$ cat src/hdl/phrw_pkg.sv
/*
 package for the paged host register window: offsets, field positions,
 reset values and page geometry.
 assumes: a serial protocol engine presents byte accesses on a 7-bit offset.
*/
package phrw_pkg;
   localparam logic [6:0] PHRW_OFS_CTRL      = 7'h7E;
   localparam logic [6:0] PHRW_OFS_PAGE      = 7'h7F;
   localparam logic [6:0] PHRW_OFS_WIN_LAST  = 7'h7D;
   localparam int         PHRW_BIT_LOCKOUT   = 7;
   localparam int         PHRW_BIT_PENDING   = 0;
   localparam logic [7:0] PHRW_CTRL_RESET    = 8'h00;
   localparam logic [7:0] PHRW_PAGE_RESET    = 8'h00;
   localparam logic [7:0] PHRW_PAGE_LAST     = 8'h0F;
   localparam int         PHRW_OFS_W         = 7;
   localparam int         PHRW_FLAT_W        = 11;
endpackage

$ cat src/hdl/phrw_win_if.sv
/*
 interface carrying windowed accesses from the page decoder to the
 write gate.
 assumes: one clock, single-cycle strobes.
*/
`timescale 1ns/1ps
`default_nettype none
interface phrw_win_if;
   logic        wr;
   logic        rd;
   logic [10:0] flat_addr;
   logic [7:0]  wdata;
   logic        wr_fwd;
   logic        rd_fwd;
   modport dec  (output wr, output rd, output flat_addr, output wdata,
                 input wr_fwd, input rd_fwd);
   modport gate (input wr, input rd, input flat_addr, input wdata,
                 output wr_fwd, output rd_fwd);
endinterface
`default_nettype wire

$ cat src/hdl/phrw_wr_gate.sv
/*
 write gate for windowed accesses: drops page writes while lockout is set.
 assumes: lockout comes from the control register on the same clock.
*/
`timescale 1ns/1ps
`default_nettype none
module phrw_wr_gate (
   phrw_win_if.gate        win,
   input  wire logic       lockout_i
);
   assign win.wr_fwd = win.wr & ~lockout_i;
   assign win.rd_fwd = win.rd;
endmodule
`default_nettype wire

$ cat src/hdl/phrw_top.sv
/*
 paged host register window: page selector and host port control register,
 plus routing of windowed accesses to a flat register space.
 assumes: host protocol engine and page contents sit outside; strobes are
 one-cycle pulses on MCLK_I; core logic reports completed writes on WR_DONE_I.
*/
// Behaviour
// - control register is one register at offset 0x7E on every page
// - lockout bit 7 blocks page writes, not control or page selector
// - flash load never sets lockout; only host writes may
// - bit 0 shows 1 while any received write is unprocessed; code counts only forwarded page writes, saturating at 255
// - page selector is one 8-bit register at 0x7F on every page
// - offsets 0x00-0x7D go to the selected 128-byte page
// - values 0x00-0x0F select pages 0-15; higher values reserved
`timescale 1ns/1ps
`default_nettype none
module phrw_top (
   input  wire logic                         MCLK_I,
   input  wire logic                         RST_B_I,
   input  wire logic                         HOST_WR_I,
   input  wire logic                         HOST_RD_I,
   input  wire logic [phrw_pkg::PHRW_OFS_W-1:0] HOST_ADDR_I,
   input  wire logic [7:0]                   HOST_WDATA_I,
   output logic      [7:0]                   HOST_RDATA_O,
   input  wire logic                         FLASH_WR_I,
   input  wire logic [7:0]                   FLASH_CTRL_I,
   input  wire logic                         WR_DONE_I,
   output logic                              PAGE_WR_O,
   output logic                              PAGE_RD_O,
   output logic      [phrw_pkg::PHRW_FLAT_W-1:0] PAGE_ADDR_O,
   output logic      [7:0]                   PAGE_WDATA_O,
   input  wire logic [7:0]                   PAGE_RDATA_I,
   output logic                              PAGE_RESERVED_O,
   output logic                              LOCKOUT_O
);
   import phrw_pkg::*;

   logic       lockout_r;
   logic [7:0] page_r;
   logic [7:0] pend_cnt_r;
   logic       sel_ctrl;
   logic       sel_page;
   logic       sel_win;
   logic       pending;
   logic       win_accept;
   phrw_win_if win ();

   function automatic logic [PHRW_FLAT_W-1:0] flat_addr(input logic [7:0] pg,
                                                        input logic [6:0] ofs);
      flat_addr = {pg[3:0], ofs};
   endfunction

   ////////////////////////////////////////////////////////////////////////
   // decode: both fixed registers answer regardless of page
   assign sel_ctrl = (HOST_ADDR_I == PHRW_OFS_CTRL);
   assign sel_page = (HOST_ADDR_I == PHRW_OFS_PAGE);
   assign sel_win  = (HOST_ADDR_I <= PHRW_OFS_WIN_LAST);
   // reserved pages are not routed anywhere
   assign PAGE_RESERVED_O = (page_r > PHRW_PAGE_LAST);

   assign win.wr        = HOST_WR_I & sel_win & ~PAGE_RESERVED_O;
   assign win.rd        = HOST_RD_I & sel_win & ~PAGE_RESERVED_O;
   assign win.flat_addr = flat_addr(page_r, HOST_ADDR_I);
   assign win.wdata     = HOST_WDATA_I;

   phrw_wr_gate u_gate (
      .win       (win.gate),
      .lockout_i (lockout_r)
   );

   ////////////////////////////////////////////////////////////////////////
   // page access outputs, registered
   always_ff @(posedge MCLK_I) begin
      if (!RST_B_I) begin
         PAGE_WR_O    <= 1'b0;
         PAGE_RD_O    <= 1'b0;
         PAGE_ADDR_O  <= '0;
         PAGE_WDATA_O <= 8'h00;
      end else begin
         PAGE_WR_O    <= win.wr_fwd;
         PAGE_RD_O    <= win.rd_fwd;
         PAGE_ADDR_O  <= win.flat_addr;
         PAGE_WDATA_O <= win.wdata;
      end
   end

   ////////////////////////////////////////////////////////////////////////
   // page selector: writable even under lockout
   always_ff @(posedge MCLK_I) begin
      if (!RST_B_I) begin
         page_r <= PHRW_PAGE_RESET;
      end else if (HOST_WR_I && sel_page) begin
         page_r <= HOST_WDATA_I;
      end
   end

   ////////////////////////////////////////////////////////////////////////
   // lockout: flash may clear it but never set it
   always_ff @(posedge MCLK_I) begin
      if (!RST_B_I) begin
         lockout_r <= PHRW_CTRL_RESET[PHRW_BIT_LOCKOUT];
      end else if (HOST_WR_I && sel_ctrl) begin
         lockout_r <= HOST_WDATA_I[PHRW_BIT_LOCKOUT];
      end else if (FLASH_WR_I && !FLASH_CTRL_I[PHRW_BIT_LOCKOUT]) begin
         lockout_r <= 1'b0;
      end
   end
   assign LOCKOUT_O = lockout_r;

   ////////////////////////////////////////////////////////////////////////
   // pending count: accepted page writes minus completions
   // limitation: saturates at 255 outstanding writes
   assign win_accept = win.wr_fwd;
   always_ff @(posedge MCLK_I) begin
      if (!RST_B_I) begin
         pend_cnt_r <= 8'h00;
      end else if (win_accept && !(WR_DONE_I && pend_cnt_r != 8'h00)) begin
         if (pend_cnt_r != 8'hFF) begin
            pend_cnt_r <= pend_cnt_r + 8'h01;
         end
      end else if (!win_accept && WR_DONE_I && pend_cnt_r != 8'h00) begin
         pend_cnt_r <= pend_cnt_r - 8'h01;
      end
   end
   assign pending = (pend_cnt_r != 8'h00);

   ////////////////////////////////////////////////////////////////////////
   // read data, registered; window reads pass page data one cycle later
   always_ff @(posedge MCLK_I) begin
      if (!RST_B_I) begin
         HOST_RDATA_O <= 8'h00;
      end else if (HOST_RD_I && sel_ctrl) begin
         HOST_RDATA_O <= {lockout_r, 6'b00_0000, pending};
      end else if (HOST_RD_I && sel_page) begin
         HOST_RDATA_O <= page_r;
      end else if (PAGE_RD_O) begin
         HOST_RDATA_O <= PAGE_RDATA_I;
      end
   end

   ////////////////////////////////////////////////////////////////////////
   // lockout: page writes blocked, the two fixed registers stay writable
   a_lock_blocks: assert property (@(posedge MCLK_I) disable iff (!RST_B_I)
      (HOST_WR_I && sel_win && lockout_r) |=> !PAGE_WR_O)
      else $error("page write passed under lockout");
   a_lock_open: assert property (@(posedge MCLK_I) disable iff (!RST_B_I)
      (HOST_WR_I && sel_win && !lockout_r && !PAGE_RESERVED_O) |=> PAGE_WR_O)
      else $error("page write dropped while unlocked");
   a_lock_ctrl: assert property (@(posedge MCLK_I) disable iff (!RST_B_I)
      (HOST_WR_I && sel_ctrl) |=> (lockout_r == $past(HOST_WDATA_I[PHRW_BIT_LOCKOUT])))
      else $error("control register not writable");
   a_lock_page: assert property (@(posedge MCLK_I) disable iff (!RST_B_I)
      (HOST_WR_I && sel_page && lockout_r) |=> (page_r == $past(HOST_WDATA_I)))
      else $error("page selector blocked by lockout");
   a_flash_nolock: assert property (@(posedge MCLK_I) disable iff (!RST_B_I)
      (!lockout_r && !(HOST_WR_I && sel_ctrl)) |=> !lockout_r)
      else $error("lockout set without host write");
   a_flash_clear: assert property (@(posedge MCLK_I) disable iff (!RST_B_I)
      (FLASH_WR_I && !FLASH_CTRL_I[PHRW_BIT_LOCKOUT] && !(HOST_WR_I && sel_ctrl))
      |=> !lockout_r)
      else $error("flash load did not clear lockout");

   ////////////////////////////////////////////////////////////////////////
   // pending flag: follows the count of unprocessed writes
   a_pend_flag: assert property (@(posedge MCLK_I) disable iff (!RST_B_I)
      (win.wr_fwd && !WR_DONE_I) |=> pending)
      else $error("pending flag not set after write");
   a_pend_clear: assert property (@(posedge MCLK_I) disable iff (!RST_B_I)
      (pend_cnt_r == 8'h01 && WR_DONE_I && !win.wr_fwd) |=> !pending)
      else $error("pending flag stuck after last completion");
   a_pend_hold: assert property (@(posedge MCLK_I) disable iff (!RST_B_I)
      (pending && !WR_DONE_I) |=> pending)
      else $error("pending flag dropped without completion");
   a_pend_idle: assert property (@(posedge MCLK_I) disable iff (!RST_B_I)
      (!pending && !win.wr_fwd) |=> !pending)
      else $error("pending flag rose without write");
   a_ctrl_pend: assert property (@(posedge MCLK_I) disable iff (!RST_B_I)
      (HOST_RD_I && sel_ctrl) |=> (HOST_RDATA_O[PHRW_BIT_PENDING] == $past(pending)))
      else $error("control read shows wrong pending bit");

   ////////////////////////////////////////////////////////////////////////
   // fixed registers answer on every page
   a_ctrl_read: assert property (@(posedge MCLK_I) disable iff (!RST_B_I)
      (HOST_RD_I && sel_ctrl) |=> (HOST_RDATA_O[7] == $past(lockout_r)))
      else $error("control read wrong");
   a_ctrl_rsvd: assert property (@(posedge MCLK_I) disable iff (!RST_B_I)
      (HOST_RD_I && sel_ctrl) |=> (HOST_RDATA_O[6:1] == 6'b00_0000))
      else $error("control read reserved bits not zero");
   a_page_store: assert property (@(posedge MCLK_I) disable iff (!RST_B_I)
      (HOST_WR_I && sel_page) |=> (page_r == $past(HOST_WDATA_I)))
      else $error("page selector not written");
   a_page_keep: assert property (@(posedge MCLK_I) disable iff (!RST_B_I)
      !(HOST_WR_I && sel_page) |=> (page_r == $past(page_r)))
      else $error("page selector changed without write");
   a_page_read: assert property (@(posedge MCLK_I) disable iff (!RST_B_I)
      (HOST_RD_I && sel_page) |=> (HOST_RDATA_O == $past(page_r)))
      else $error("page selector read wrong");

   ////////////////////////////////////////////////////////////////////////
   // window routing and flat address
   a_win_route: assert property (@(posedge MCLK_I) disable iff (!RST_B_I)
      (HOST_WR_I && !sel_win) |=> !PAGE_WR_O)
      else $error("fixed register write leaked to page");
   a_win_read: assert property (@(posedge MCLK_I) disable iff (!RST_B_I)
      (HOST_RD_I && sel_win && !PAGE_RESERVED_O) |=> PAGE_RD_O)
      else $error("window read not forwarded");
   a_win_wdata: assert property (@(posedge MCLK_I) disable iff (!RST_B_I)
      win.wr_fwd |=> (PAGE_WDATA_O == $past(HOST_WDATA_I)))
      else $error("page write data wrong");
   a_win_rdata: assert property (@(posedge MCLK_I) disable iff (!RST_B_I)
      (PAGE_RD_O && !(HOST_RD_I && (sel_ctrl || sel_page)))
      |=> (HOST_RDATA_O == $past(PAGE_RDATA_I)))
      else $error("page read data not returned");
   a_rsvd_page: assert property (@(posedge MCLK_I) disable iff (!RST_B_I)
      (HOST_WR_I && page_r > PHRW_PAGE_LAST) |=> !PAGE_WR_O)
      else $error("write routed to reserved page");
   a_rsvd_read: assert property (@(posedge MCLK_I) disable iff (!RST_B_I)
      (HOST_RD_I && PAGE_RESERVED_O) |=> !PAGE_RD_O)
      else $error("read routed to reserved page");
   a_rsvd_flag: assert property (@(posedge MCLK_I) disable iff (!RST_B_I)
      (HOST_WR_I && sel_page && HOST_WDATA_I > PHRW_PAGE_LAST) |=> PAGE_RESERVED_O)
      else $error("reserved page not flagged");
   a_flat_addr: assert property (@(posedge MCLK_I) disable iff (!RST_B_I)
      win.wr_fwd |=> (PAGE_ADDR_O == {$past(page_r[3:0]), $past(HOST_ADDR_I)}))
      else $error("flat address wrong");
   a_flat_read: assert property (@(posedge MCLK_I) disable iff (!RST_B_I)
      win.rd_fwd |=> (PAGE_ADDR_O == {$past(page_r[3:0]), $past(HOST_ADDR_I)}))
      else $error("flat read address wrong");
endmodule
`default_nettype wire

$ cat config.mk
export PLATFORM = sky130hd
export DESIGN_NAME = phrw_top
export DESIGN_NICKNAME = d
export VERILOG_FILES = /design/src/hdl/phrw_pkg.sv /design/src/hdl/phrw_win_if.sv /design/src/hdl/phrw_wr_gate.sv /design/src/hdl/phrw_top.sv
export SDC_FILE = /design/constraint.sdc
export NUM_CORES = 1
export LEC_CHECK = 0
export BUFFER_PORTS_ARGS = -buffer_cell sky130_fd_sc_hd__buf_2
export CAP_MARGIN = 0
export CORE_MARGIN = 3
export CORE_UTILIZATION = 49
export CTS_CLUSTER_SIZE = 25
export DETAILED_ROUTE_END_ITERATION = 10
export GPL_ROUTABILITY_DRIVEN = 0
export PLACE_DENSITY_LB_ADDON = 0.15
export SYNTH_ARGS = -nofsm -noshare
export SYNTH_HDL_FRONTEND = slang
export SYNTH_SLANG_ARGS = --single-unit
$ cat constraint.sdc
create_clock -name MCLK_I -period 3.94 [get_ports MCLK_I]
set_input_delay 1.182 -clock MCLK_I [delete_from_list [all_inputs] [get_ports MCLK_I]]
set_output_delay 1.182 -clock MCLK_I [all_outputs]
set_load 0.02 [all_outputs]
==> impl_metrics.toml, run 1 <==
[status]
outcome = "complete, no violations"

[power]
power_frac_seq_pct = 43.9
power.leakage_nw = 1.18
ir_drop_mv = 0.278
powerDensity_mw_per_mm2 = 519
comb_power_share_pct = 33.5
clockPowerShare_pct = 22.6
switching_share_pct = 34.3
p_switching_w = 0.000429
intPower_w = 0.000823

[yosys]
synth_edf_count = 0
syn_inst = 202
synth_top_area_share_pct = 46.4
yosysMostFrequentCell = "dfxtp_1"
syn_area_mm2 = 0.00199
yosys-top-cells-area = "dfxtp_1 (46%), mux2i_1 (10%), and2_1 (6.0%), a211oi_1 (4.5%), ha_1 (3.8%)"
ys_top_cells_by_count = "dfxtp_1 (46), mux2i_1 (20), and2_1 (19), nor2_1 (19), nand2_1 (14)"
ys_ff_latch = 46
yosysUniqueCellTypes = 39
synth_top_area_cell = "dfxtp_1"
synth_nets = 246
synth_flop_cell = "dfxtp_1"
yosysWarnings = 0
ys_seq_area_share_pct = 46.4
synth_area_per_cell_um2 = 9.83
synthArstFlopShare_pct = 0

[clock_network]
postCtsResizedCells = 0
cts_buffers = 5
worstSkewPairLatency_ps = 300
hold_buffers = 0
cts_tree = "done"
cts_root_buf = "clkbuf_8"
path_clk_slew_ps = 90
post_cts_buffers = 0
cts_sinks = 46
cts_max_path_buffers = 2
htreeDepth = 2

[timing]
max_freq_ghz = 0.307
finalCritPeriodShare_pct = 82.6
setup_tns_ps = 0
finalSetupViolations = 0
finClkSkew_ps = 7.15
worst_pin_slew_ps = 701
slew-limit-headroom_pct = 52.8
rsz0062_at_grt = "false"
finalMaxSlewViolations = 0
fin_crit_ps = 3250
hold_viol_final = 0

[cells_and_area]
nFillCells = 335
num_antenna_cells = 0
drive_gt1_share_pct = 28.1
area_delta_synth_final_pct = 21.5
ff_latch_area_um2 = 921
multiInputGateArea_mm2 = 0.00102
final_nets = 306
design_area_mm2 = 0.00241

[placed_design]
place_area_mm2 = 0.00232
io_buffers = 60
place.detailed.hpwl_um = 3100

[global_route]
gr-total-overflow = 0
grt_use_total_pct = 17.6
grt_pass1_wl_um = 6920
grt_start_max_net_pins = 33
antenna_found_initial = 0
grt_pass1_vias = 1483

[critical_path]
crit_type = "input port to flip-flop"
critPathMaxFanout = 7
worstPathArrival_ps = 3440
crit_path_end_kind = "flip-flop"
cp-start-kind = "input port"
crit_required_ps = 4120

[floorplan]
die_area_mm2 = 0.00485
core_area_mm2 = 0.00377
die_w_um = 69.7
die_h_um = 69.7
ios = 68
initial_core_util_pct = 52.7
rows = 22

[route]
top_layer_used = "met4"
firstDrtPassIters = 4
wl_met1_um = 2040
vias = 1641
met2_length_um = 1750
drtIter0Drc = 93
totalWireLength_um = 4150
postRouteAntennaNets = 0
drc = 0
routedWlPerCell_um = 13.3
avgViaCountPerCell = 5.28
met3_length_um = 311

[min_path]
hold_path_class = "flip-flop to flip-flop"

[run]
maxCapViolations = 0
==> per-layer routing <==
metal | GRT usage, % | up-vias
met3 | 5.36 | 4
met2 | 25.4 | 53
met1 | 24.6 | 745
met4 | 6.38 | 0
li1 | - | 839
met5 | 0 | -
==> final cells by class <==
cell class / count / area share (%)
clock buffers: 5 / 2.85
clock inverters: 3 / 0.881
inverters: 4 / 0.622
multi-input cells: 144 / 42.3
flip-flops and latches: 46 / 38.2
well taps: 48 / 2.49
repair buffers: 61 / 12.8
==> sequential cells by signal, indices dropped and copies added, names as in the netlist <==
| register | count |
|---|---|
| PAGE_WR_O | 1 |
| PAGE_ADDR_O | 11 |
| PAGE_WDATA_O | 8 |
| HOST_RDATA_O | 8 |
| page_r | 8 |
| pend_cnt_r | 8 |
| PAGE_RD_O | 1 |
| LOCKOUT_O | 1 |
==> cells by family after synthesis <==
group	share of synthesized area, %
simple gates	19.5
xor+xnor	2.21
flops	46.4
compound gates	14.7
buf+inv	2.27
fa+ha+maj	4.79
mux	10.1
==> worst paths after layout <==
kind,from,endpoint,slack [ps],cells past startpoint
worst min-delay path,page_r[1],PAGE_ADDR_O[8],510,1
worst min register to register,page_r[1],PAGE_ADDR_O[8],510,1
worst max register to register,pend_cnt_r[4],pend_cnt_r[7],1110,9
worst max-delay path,HOST_ADDR_I[4],pend_cnt_r[7],690,10
==> per-stage QoR <==
step | power, W | hold slack, ps | utilization [%] | worst slack, ps | cells
6_report | 0.00125 | 513 | 64.0 | 687 | 311
5_1_grt | 0.00134 | 529 | 64.0 | 565 | 311
4_1_cts | 0.00126 | 515 | 64.0 | 737 | 311
3_5_place_dp | 0.000973 | 497 | 61.6 | 457 | 303
3_3_place_gp | 0.000964 | 491 | 61.6 | 446 | 303
2_1_floorplan | 0.000883 | 453 | - | 777 | 202
==> cell usage in the layout, fill, tap and decap left out, types with 5 or more instances in the layout <==
cell	instances
buf_2	60
dfxtp_1	46
mux2i_1	20
and2_1	19
nor2_1	19
nand2_1	14
a211oi_1	12
o21ai_0	7
ha_1	6
a21oi_1	5
clkbuf_8	5
==> power groups by stage <==
stage                     clock network (W)  logic, W  registers [W]
final                              0.000283  0.000420       0.000549
after global routing               0.000310  0.000474       0.000556
after CTS                          0.000289  0.000419       0.000548
after detailed placement                  0  0.000414       0.000559
after global placement                    0  0.000407       0.000557
after floorplan                           0  0.000316       0.000566
==> worst max-delay path, cell delays in order <==
cell      delay [ps]
buf_2             90
nand2_1           70
o311ai_2         470
a21o_1           290
ha_1             290
a211oi_1         330
o211ai_1         200
nand3_1          120
mux2i_1           70
a311o_1          320
Note: power is estimated with default switching activity, not from simulation.
==> run 2, diff against run 1 <==
--- a/config.mk
+++ b/config.mk
@@ -5,10 +5,11 @@
 export SDC_FILE = /design/constraint.sdc
 export NUM_CORES = 1
 export LEC_CHECK = 0
+export ABC_AREA = 1
 export BUFFER_PORTS_ARGS = -buffer_cell sky130_fd_sc_hd__buf_2
 export CAP_MARGIN = 0
 export CORE_MARGIN = 3
-export CORE_UTILIZATION = 49
+export CORE_UTILIZATION = 45
 export CTS_CLUSTER_SIZE = 25
 export DETAILED_ROUTE_END_ITERATION = 10
 export GPL_ROUTABILITY_DRIVEN = 0
==> constraint.sdc (replaced) <==
create_clock -name MCLK_I -period 2.6 [get_ports MCLK_I]
set_input_delay 0.78 -clock MCLK_I [delete_from_list [all_inputs] [get_ports MCLK_I]]
set_output_delay 0.78 -clock MCLK_I [all_outputs]
set_load 0.02 [all_outputs]
==> run 2 against run 1 <==
Net effect:
- sequential cell count unchanged
- critical path depth increased by 5
- setup slack got worse by 400 ps
- first-iteration DRC count decreased by 35%
- register-to-register slack got worse by 660 ps
- design area increased by 10%
- non-clock buffer count increased by 17
- wire length increased by 10%
- power increased by 62%
- clock power increased by 92%
- synthesized cell count increased by 37%
- critical path type unchanged
==> impl_metrics.toml, run 2 <==
[global_route]
grt_use_total_pct = 17.6
antenna_found_initial = 0
grt_pass1_vias = 1722
gr-total-overflow = 0
grt_pass1_wl_um = 7500
grt_start_max_net_pins = 18

[yosys]
yosysMostFrequentCell = "nand2_1"
yosysUniqueCellTypes = 28
synthArstFlopShare_pct = 0
synth_nets = 321
synth_flop_cell = "dfxtp_1"
syn_inst = 277
ys_ff_latch = 46
yosysWarnings = 0
synth_area_per_cell_um2 = 7.50
syn_area_mm2 = 0.00208
synth_top_area_cell = "dfxtp_1"
ys_seq_area_share_pct = 44.3
yosys-top-cells-area = "dfxtp_1 (44%), nand2_1 (11%), inv_1 (8.1%), a21oi_1 (5.1%), o21ai_0 (4.8%)"
synth_edf_count = 0
ys_top_cells_by_count = "nand2_1 (60), dfxtp_1 (46), inv_1 (45)"
synth_top_area_share_pct = 44.3

[critical_path]
r2r-start = "LOCKOUT_O"
rrSetupSlack_ps = 450
critical-path-max-stage-delay_ps = 350
path_delay_family = "simple AND/OR/NAND/NOR gates"
worst_path_most_repeated_cell = "nand2_1"
worstPathCellList = "buf_2, nand2_1, inv_1, nand3_1, nor2_2, nand2_2, ha_1, a21oi_1, nand2_1, a21oi_1, nand2_1, nand3_1, nand2_1, inv_1, nor2_2"
cpMaxStageDelayCell = "ha_1"
cp-start-kind = "input port"
critical_path_buf_inv_count = 3
crit_path_end_kind = "flip-flop"
crit_required_ps = 2800
worstPathArrival_ps = 2520
worst_r2r_endpoint = "pend_cnt_r[7]"
r2r_cells = 15
critPathMaxFanout = 8
crit_type = "input port to flip-flop"

[cells_and_area]
drive_gt1_share_pct = 29.5
ff_latch_area_um2 = 921
nFillCells = 428
design_area_mm2 = 0.00266
largest_register_ffs = 11
top_register = "PAGE_ADDR_O"
multiInputGateArea_um2 = 955
final_cell_mix = "buf_2 (60), nand2_1 (59), dfxtp_1 (46), inv_1 (45), nor2_1 (22)"
final_nets = 399
layout_commonest_cell = "buf_2"
area_delta_synth_final_pct = 27.9
num_antenna_cells = 0

[placed_design]
io_buffers = 60
place_area_mm2 = 0.00254
pre_cts_ws_ps = -126
place.detailed.hpwl_um = 3500

[route]
routedWlPerCell_um = 11.2
avgViaCountPerCell = 4.75
drc = 0
totalWireLength_um = 4560
firstDrtPassIters = 4
drtIter0Drc = 60
vias = 1937
postRouteAntennaNets = 0

[clock_network]
cts_buffers = 5
cts_tree = "done"
path_clk_slew_ps = 90
cts_root_buf = "clkbuf_8"
cts_max_path_buffers = 2
worstSkewPairLatency_ps = 300
cts_sinks = 46
htreeDepth = 2

[power]
powerDensity_mw_per_mm2 = 764
ir_drop_mv = 0.379
power.leakage_nw = 1.43

[floorplan]
die_area_mm2 = 0.00547
initial_core_util_pct = 47.1
ios = 68
core_area_mm2 = 0.00441
rows = 24
die_h_um = 74.0
die_w_um = 74.0

[timing]
rsz0062_at_grt = "false"
finalSetupViolations = 0
slew-limit-headroom_pct = 64.3
fin_crit_ps = 2310
finalMaxSlewViolations = 0
hold_viol_final = 0
max_freq_ghz = 0.433
layout_setup_ws_ps = 289
worst_pin_slew_ps = 534
finalCritPeriodShare_pct = 88.9
finClkSkew_ps = 6.20

[min_path]
hold-path-cell-count = 2
hold_end = "PAGE_ADDR_O[8]"
hold_path_class = "flip-flop to flip-flop"
hp-start = "page_r[1]"

[run]
maxCapViolations = 0

[status]
outcome = "complete, no violations"
## run 2: cell types whose count changed after synthesis, moves of 4 or more
cell,before,now
a21oi_1,5,21
nand3_1,4,10
o21ai_1,0,4
mux2i_1,20,0
a31oi_1,1,7
a211oi_1,12,1
nand2_1,14,60
inv_1,4,45
o21ai_0,7,20
and2_1,19,0
nor2_2,1,5
nand2_2,0,5
## run 2: per-layer routing
layer	GRT usage (%)	wire length, um
met5	0	0
met4	5.63	55
met3	5.00	307
met2	27.7	2080
met1	23.4	2110
## run 2: metrics by stage
| stage | util [%] | instances | setup TNS (ps) | total power [W] | hold WS [ps] |
|---|---|---|---|---|---|
| after floorplan | - | 277 | 0 | 0.00129 | 407 |
| after global placement | 57.6 | 400 | -102 | 0.00149 | 435 |
| after detailed placement | 57.6 | 400 | -248 | 0.00150 | 437 |
| after CTS | 60.1 | 408 | 0 | 0.00205 | 453 |
| after global routing | 60.2 | 408 | 0 | 0.00218 | 487 |
| final | 60.2 | 408 | 0 | 0.00203 | 454 |
## run 2: layout make-up
| type | count | share of cell area, % |
|---|---|---|
| Clock buffer | 5 | 2.59 |
| Clock inverter | 3 | 1.65 |
| Inverter | 45 | 6.36 |
| Multi-Input combinational cell | 179 | 35.9 |
| Sequential cell | 46 | 34.7 |
| Tap cell | 52 | 2.45 |
| Timing Repair Buffer | 78 | 16.4 |
## run 2: worst max path at each step
stage	start	endpoint	slack (ps)	cells past startpoint
after global routing	HOST_WR_I	pend_cnt_r[7]	100	15
after detailed placement	HOST_WR_I	pend_cnt_r[7]	-130	15
after CTS	HOST_WR_I	pend_cnt_r[7]	200	15
after floorplan	HOST_ADDR_I[5]	pend_cnt_r[7]	160	13
after global placement	HOST_WR_I	pend_cnt_r[7]	-70	15
final	HOST_WR_I	pend_cnt_r[7]	290	15
## run 2: worst register-to-register path, delay by kind of cell (launching register included)
family / cells / cell delay (ps)
AO/OA/AOI/OAI: 2 / 290
buffers and inverters: 3 / 190
adder cells (fa/ha/maj): 1 / 350
AND/OR/NAND/NOR: 9 / 890
flip-flops: 1 / 340
## run 2: repair_timing
action / 4_1_cts / 5_1_grt
hold buffers: 0 / 0
hold endpoints to repair: 0 / 0
endpoints found under the setup margin: 0 / 1
resized for setup: 0 / 1
setup buffers: 0 / 0
## run 2: logic make-up (layout without fill, tap and decap cells)
logic type,count (synthesis),in the layout,synth area share (%)
buf+inv,52,131,9.87
flops,46,46,44.3
compound gates,55,55,14.1
fa+ha+maj,7,7,4.58
simple gates,112,112,25.0
xor+xnor,5,5,2.11
## run 2: power by group
part	total, W	internal, W	leakage (nW)	switching, W
logic	0.000665	0.000307	0.994	0.000358
registers	0.000820	0.000765	0.378	0.0000555
clock network	0.000544	0.000288	0.0585	0.000256
==> run 3, diff against run 2 <==
--- a/config.mk
+++ b/config.mk
@@ -6,12 +6,12 @@
 export NUM_CORES = 1
 export LEC_CHECK = 0
 export ABC_AREA = 1
-export BUFFER_PORTS_ARGS = -buffer_cell sky130_fd_sc_hd__buf_2
 export CAP_MARGIN = 0
 export CORE_MARGIN = 3
-export CORE_UTILIZATION = 45
+export CORE_UTILIZATION = 56
 export CTS_CLUSTER_SIZE = 25
 export DETAILED_ROUTE_END_ITERATION = 10
+export DONT_BUFFER_PORTS = 1
 export GPL_ROUTABILITY_DRIVEN = 0
 export PLACE_DENSITY_LB_ADDON = 0.15
 export SYNTH_ARGS = -nofsm -noshare
==> run 3 against run 2 <==
Net effect:
- final cell count shrank 19%
- die area shrank 18%
- design area shrank 15%
- critical path depth grew 1
==> impl_metrics.toml, run 3 (synthesis results as in run 2) <==
[critical_path]
critical-path-max-stage-delay_ps = 410
r2r-start = "LOCKOUT_O"
worst_r2r_endpoint = "pend_cnt_r[7]"
cp-start-kind = "flip-flop"
rrSetupSlack_ps = 220
worstPathCellList = "inv_1, nand2_1, inv_1, nand3_1, nor2_2, nand2_1, ha_1, a21oi_1, nand2_1, nand2_1, nand3_1, nand2_1, nand3_1, nand2_1, inv_1, nor2_2"
crit_type = "flip-flop to flip-flop"
worst_path_most_repeated_cell = "nand2_1"
crit_required_ps = 2850
path_delay_family = "simple AND/OR/NAND/NOR gates"
critical_path_buf_inv_count = 3
r2r_cells = 16
worstPathArrival_ps = 2630
critPathMaxFanout = 8
crit_path_end_kind = "flip-flop"
cpMaxStageDelayCell = "ha_1"

[power]
switching_share_pct = 34.9
intPower_w = 0.00122
ir_drop_mv = 0.437
comb_power_share_pct = 29.5
powerDensity_mw_per_mm2 = 833
p_switching_w = 0.000657
total_power_w = 0.00188
clockPowerShare_pct = 25.2
power.leakage_nw = 1.10
power_frac_seq_pct = 45.3

[floorplan]
core_area_mm2 = 0.00344
die_area_mm2 = 0.00448
die_w_um = 66.9
rows = 21
initial_core_util_pct = 60.4
ios = 68
die_h_um = 66.9

[global_route]
antenna_found_initial = 0
gr-total-overflow = 0
grt_start_max_net_pins = 38
grt_use_total_pct = 20.9
grt_pass1_wl_um = 7040
grt_pass1_vias = 1606

[placed_design]
io_buffers = 0
place.detailed.hpwl_um = 3150
pre_cts_ws_ps = -35.9
place_area_mm2 = 0.00216

[clock_network]
postCtsResizedCells = 0
path_clk_slew_ps = 90
htreeDepth = 2
post_cts_buffers = 0
worstSkewPairLatency_ps = 310
cts_root_buf = "clkbuf_8"
cts_buffers = 5
cts_max_path_buffers = 2
cts_tree = "done"
cts_sinks = 46
hold_buffers = 0

[run]
maxCapViolations = 0

[route]
firstDrtPassIters = 4
postRouteAntennaNets = 0
drc = 0
vias = 1682
totalWireLength_um = 4270
avgViaCountPerCell = 5.07
drtIter0Drc = 93
routedWlPerCell_um = 12.9

[cells_and_area]
multiInputGateArea_um2 = 952
drive_gt1_share_pct = 11.9
final_nets = 329
design_area_mm2 = 0.00226
final_cell_mix = "nand2_1 (60), dfxtp_1 (46), inv_1 (45), nor2_1 (22), a21oi_1 (21)"
ff_latch_area_um2 = 921
layout_commonest_cell = "nand2_1"
nFillCells = 316
area_delta_synth_final_pct = 8.61
top_register = "PAGE_ADDR_O"
num_antenna_cells = 0
largest_register_ffs = 11

[timing]
max_freq_ghz = 0.421
finalMaxSlewViolations = 0
setup_tns_ps = 0
slew-limit-headroom_pct = 65.8
finalSetupViolations = 0
hold_viol_final = 0
fin_crit_ps = 2380
layout_setup_ws_ps = 225
rsz0062_at_grt = "false"
finClkSkew_ps = 7.79
finalCritPeriodShare_pct = 91.4
worst_pin_slew_ps = 512

[min_path]
hold_end = "PAGE_ADDR_O[9]"
hp-start = "page_r[2]"
hold_path_class = "flip-flop to flip-flop"
hold-path-cell-count = 2

[status]
outcome = "complete, no violations"
## run 3: changes by cell type in the layout (fill, tap and decap cells not counted), sizes merged
cell	change
buf	-70
bufinv	-1
inv	+1
## run 3: per-layer routing
layer | vias up | wire [um] | part of all wire [%] | GRT usage [%]
met1 | 743 | 1940 | 45 | 25.5
met4 | 0 | 57 | 1.3 | 6.84
met5 | - | 0 | 0 | 0
li1 | 890 | - | - | -
met3 | 7 | 295 | 6.9 | 6.07
met2 | 42 | 1980 | 46 | 35.1
## run 3: layout make-up
class | count | area share [%]
inverter | 45 | 7.48
clock inverter | 3 | 1.27
clock buffer | 5 | 3.05
multi-input combinational | 179 | 42.2
timing repair buffer | 8 | 2.66
sequential | 46 | 40.8
tap | 46 | 2.55
## run 3: how the worst max path moves through the flow
stage / from / end / slack (ps) / cells past startpoint
floorplan: HOST_ADDR_I[5] / pend_cnt_r[7] / 160 / 13
global placement: HOST_WR_I / pend_cnt_r[7] / 40 / 14
detailed placement: HOST_WR_I / pend_cnt_r[7] / -40 / 15
CTS: LOCKOUT_O / pend_cnt_r[7] / 220 / 16
global route: LOCKOUT_O / pend_cnt_r[7] / 20 / 16
finish: LOCKOUT_O / pend_cnt_r[7] / 220 / 16
## run 3: power by group through the flow
| stage | Sequential [W] | Clock [W] | Combinational (W) |
|---|---|---|---|
| floorplan | 0.000850 | 0 | 0.000437 |
| global placement | 0.000867 | 0 | 0.000540 |
| detailed placement | 0.000868 | 0 | 0.000554 |
| CTS | 0.000852 | 0.000485 | 0.000557 |
| finish | 0.000852 | 0.000475 | 0.000554 |
| global route | 0.000864 | 0.000517 | 0.000634 |
## run 3: per-stage QoR
stage                     utilization, %  hold WS [ps]  std cells
after floorplan                        -           407        277
after global placement              62.7           436        324
after detailed placement            62.7           435        324
after CTS                           65.6           449        332
after global routing                65.6           491        332
final                               65.6           450        332
## run 3: worst reg2reg max path: stages, from the launching register on
cell and delay, ps:
dfxtp_1 390, inv_1 120, nand2_1 90, inv_1 60
nand3_1 70, nor2_2 160, nand2_1 220, ha_1 410
a21oi_1 170, nand2_1 130, nand2_1 80, nand3_1 70
nand2_1 110, nand3_1 80, nand2_1 60, inv_1 40
nor2_2 80
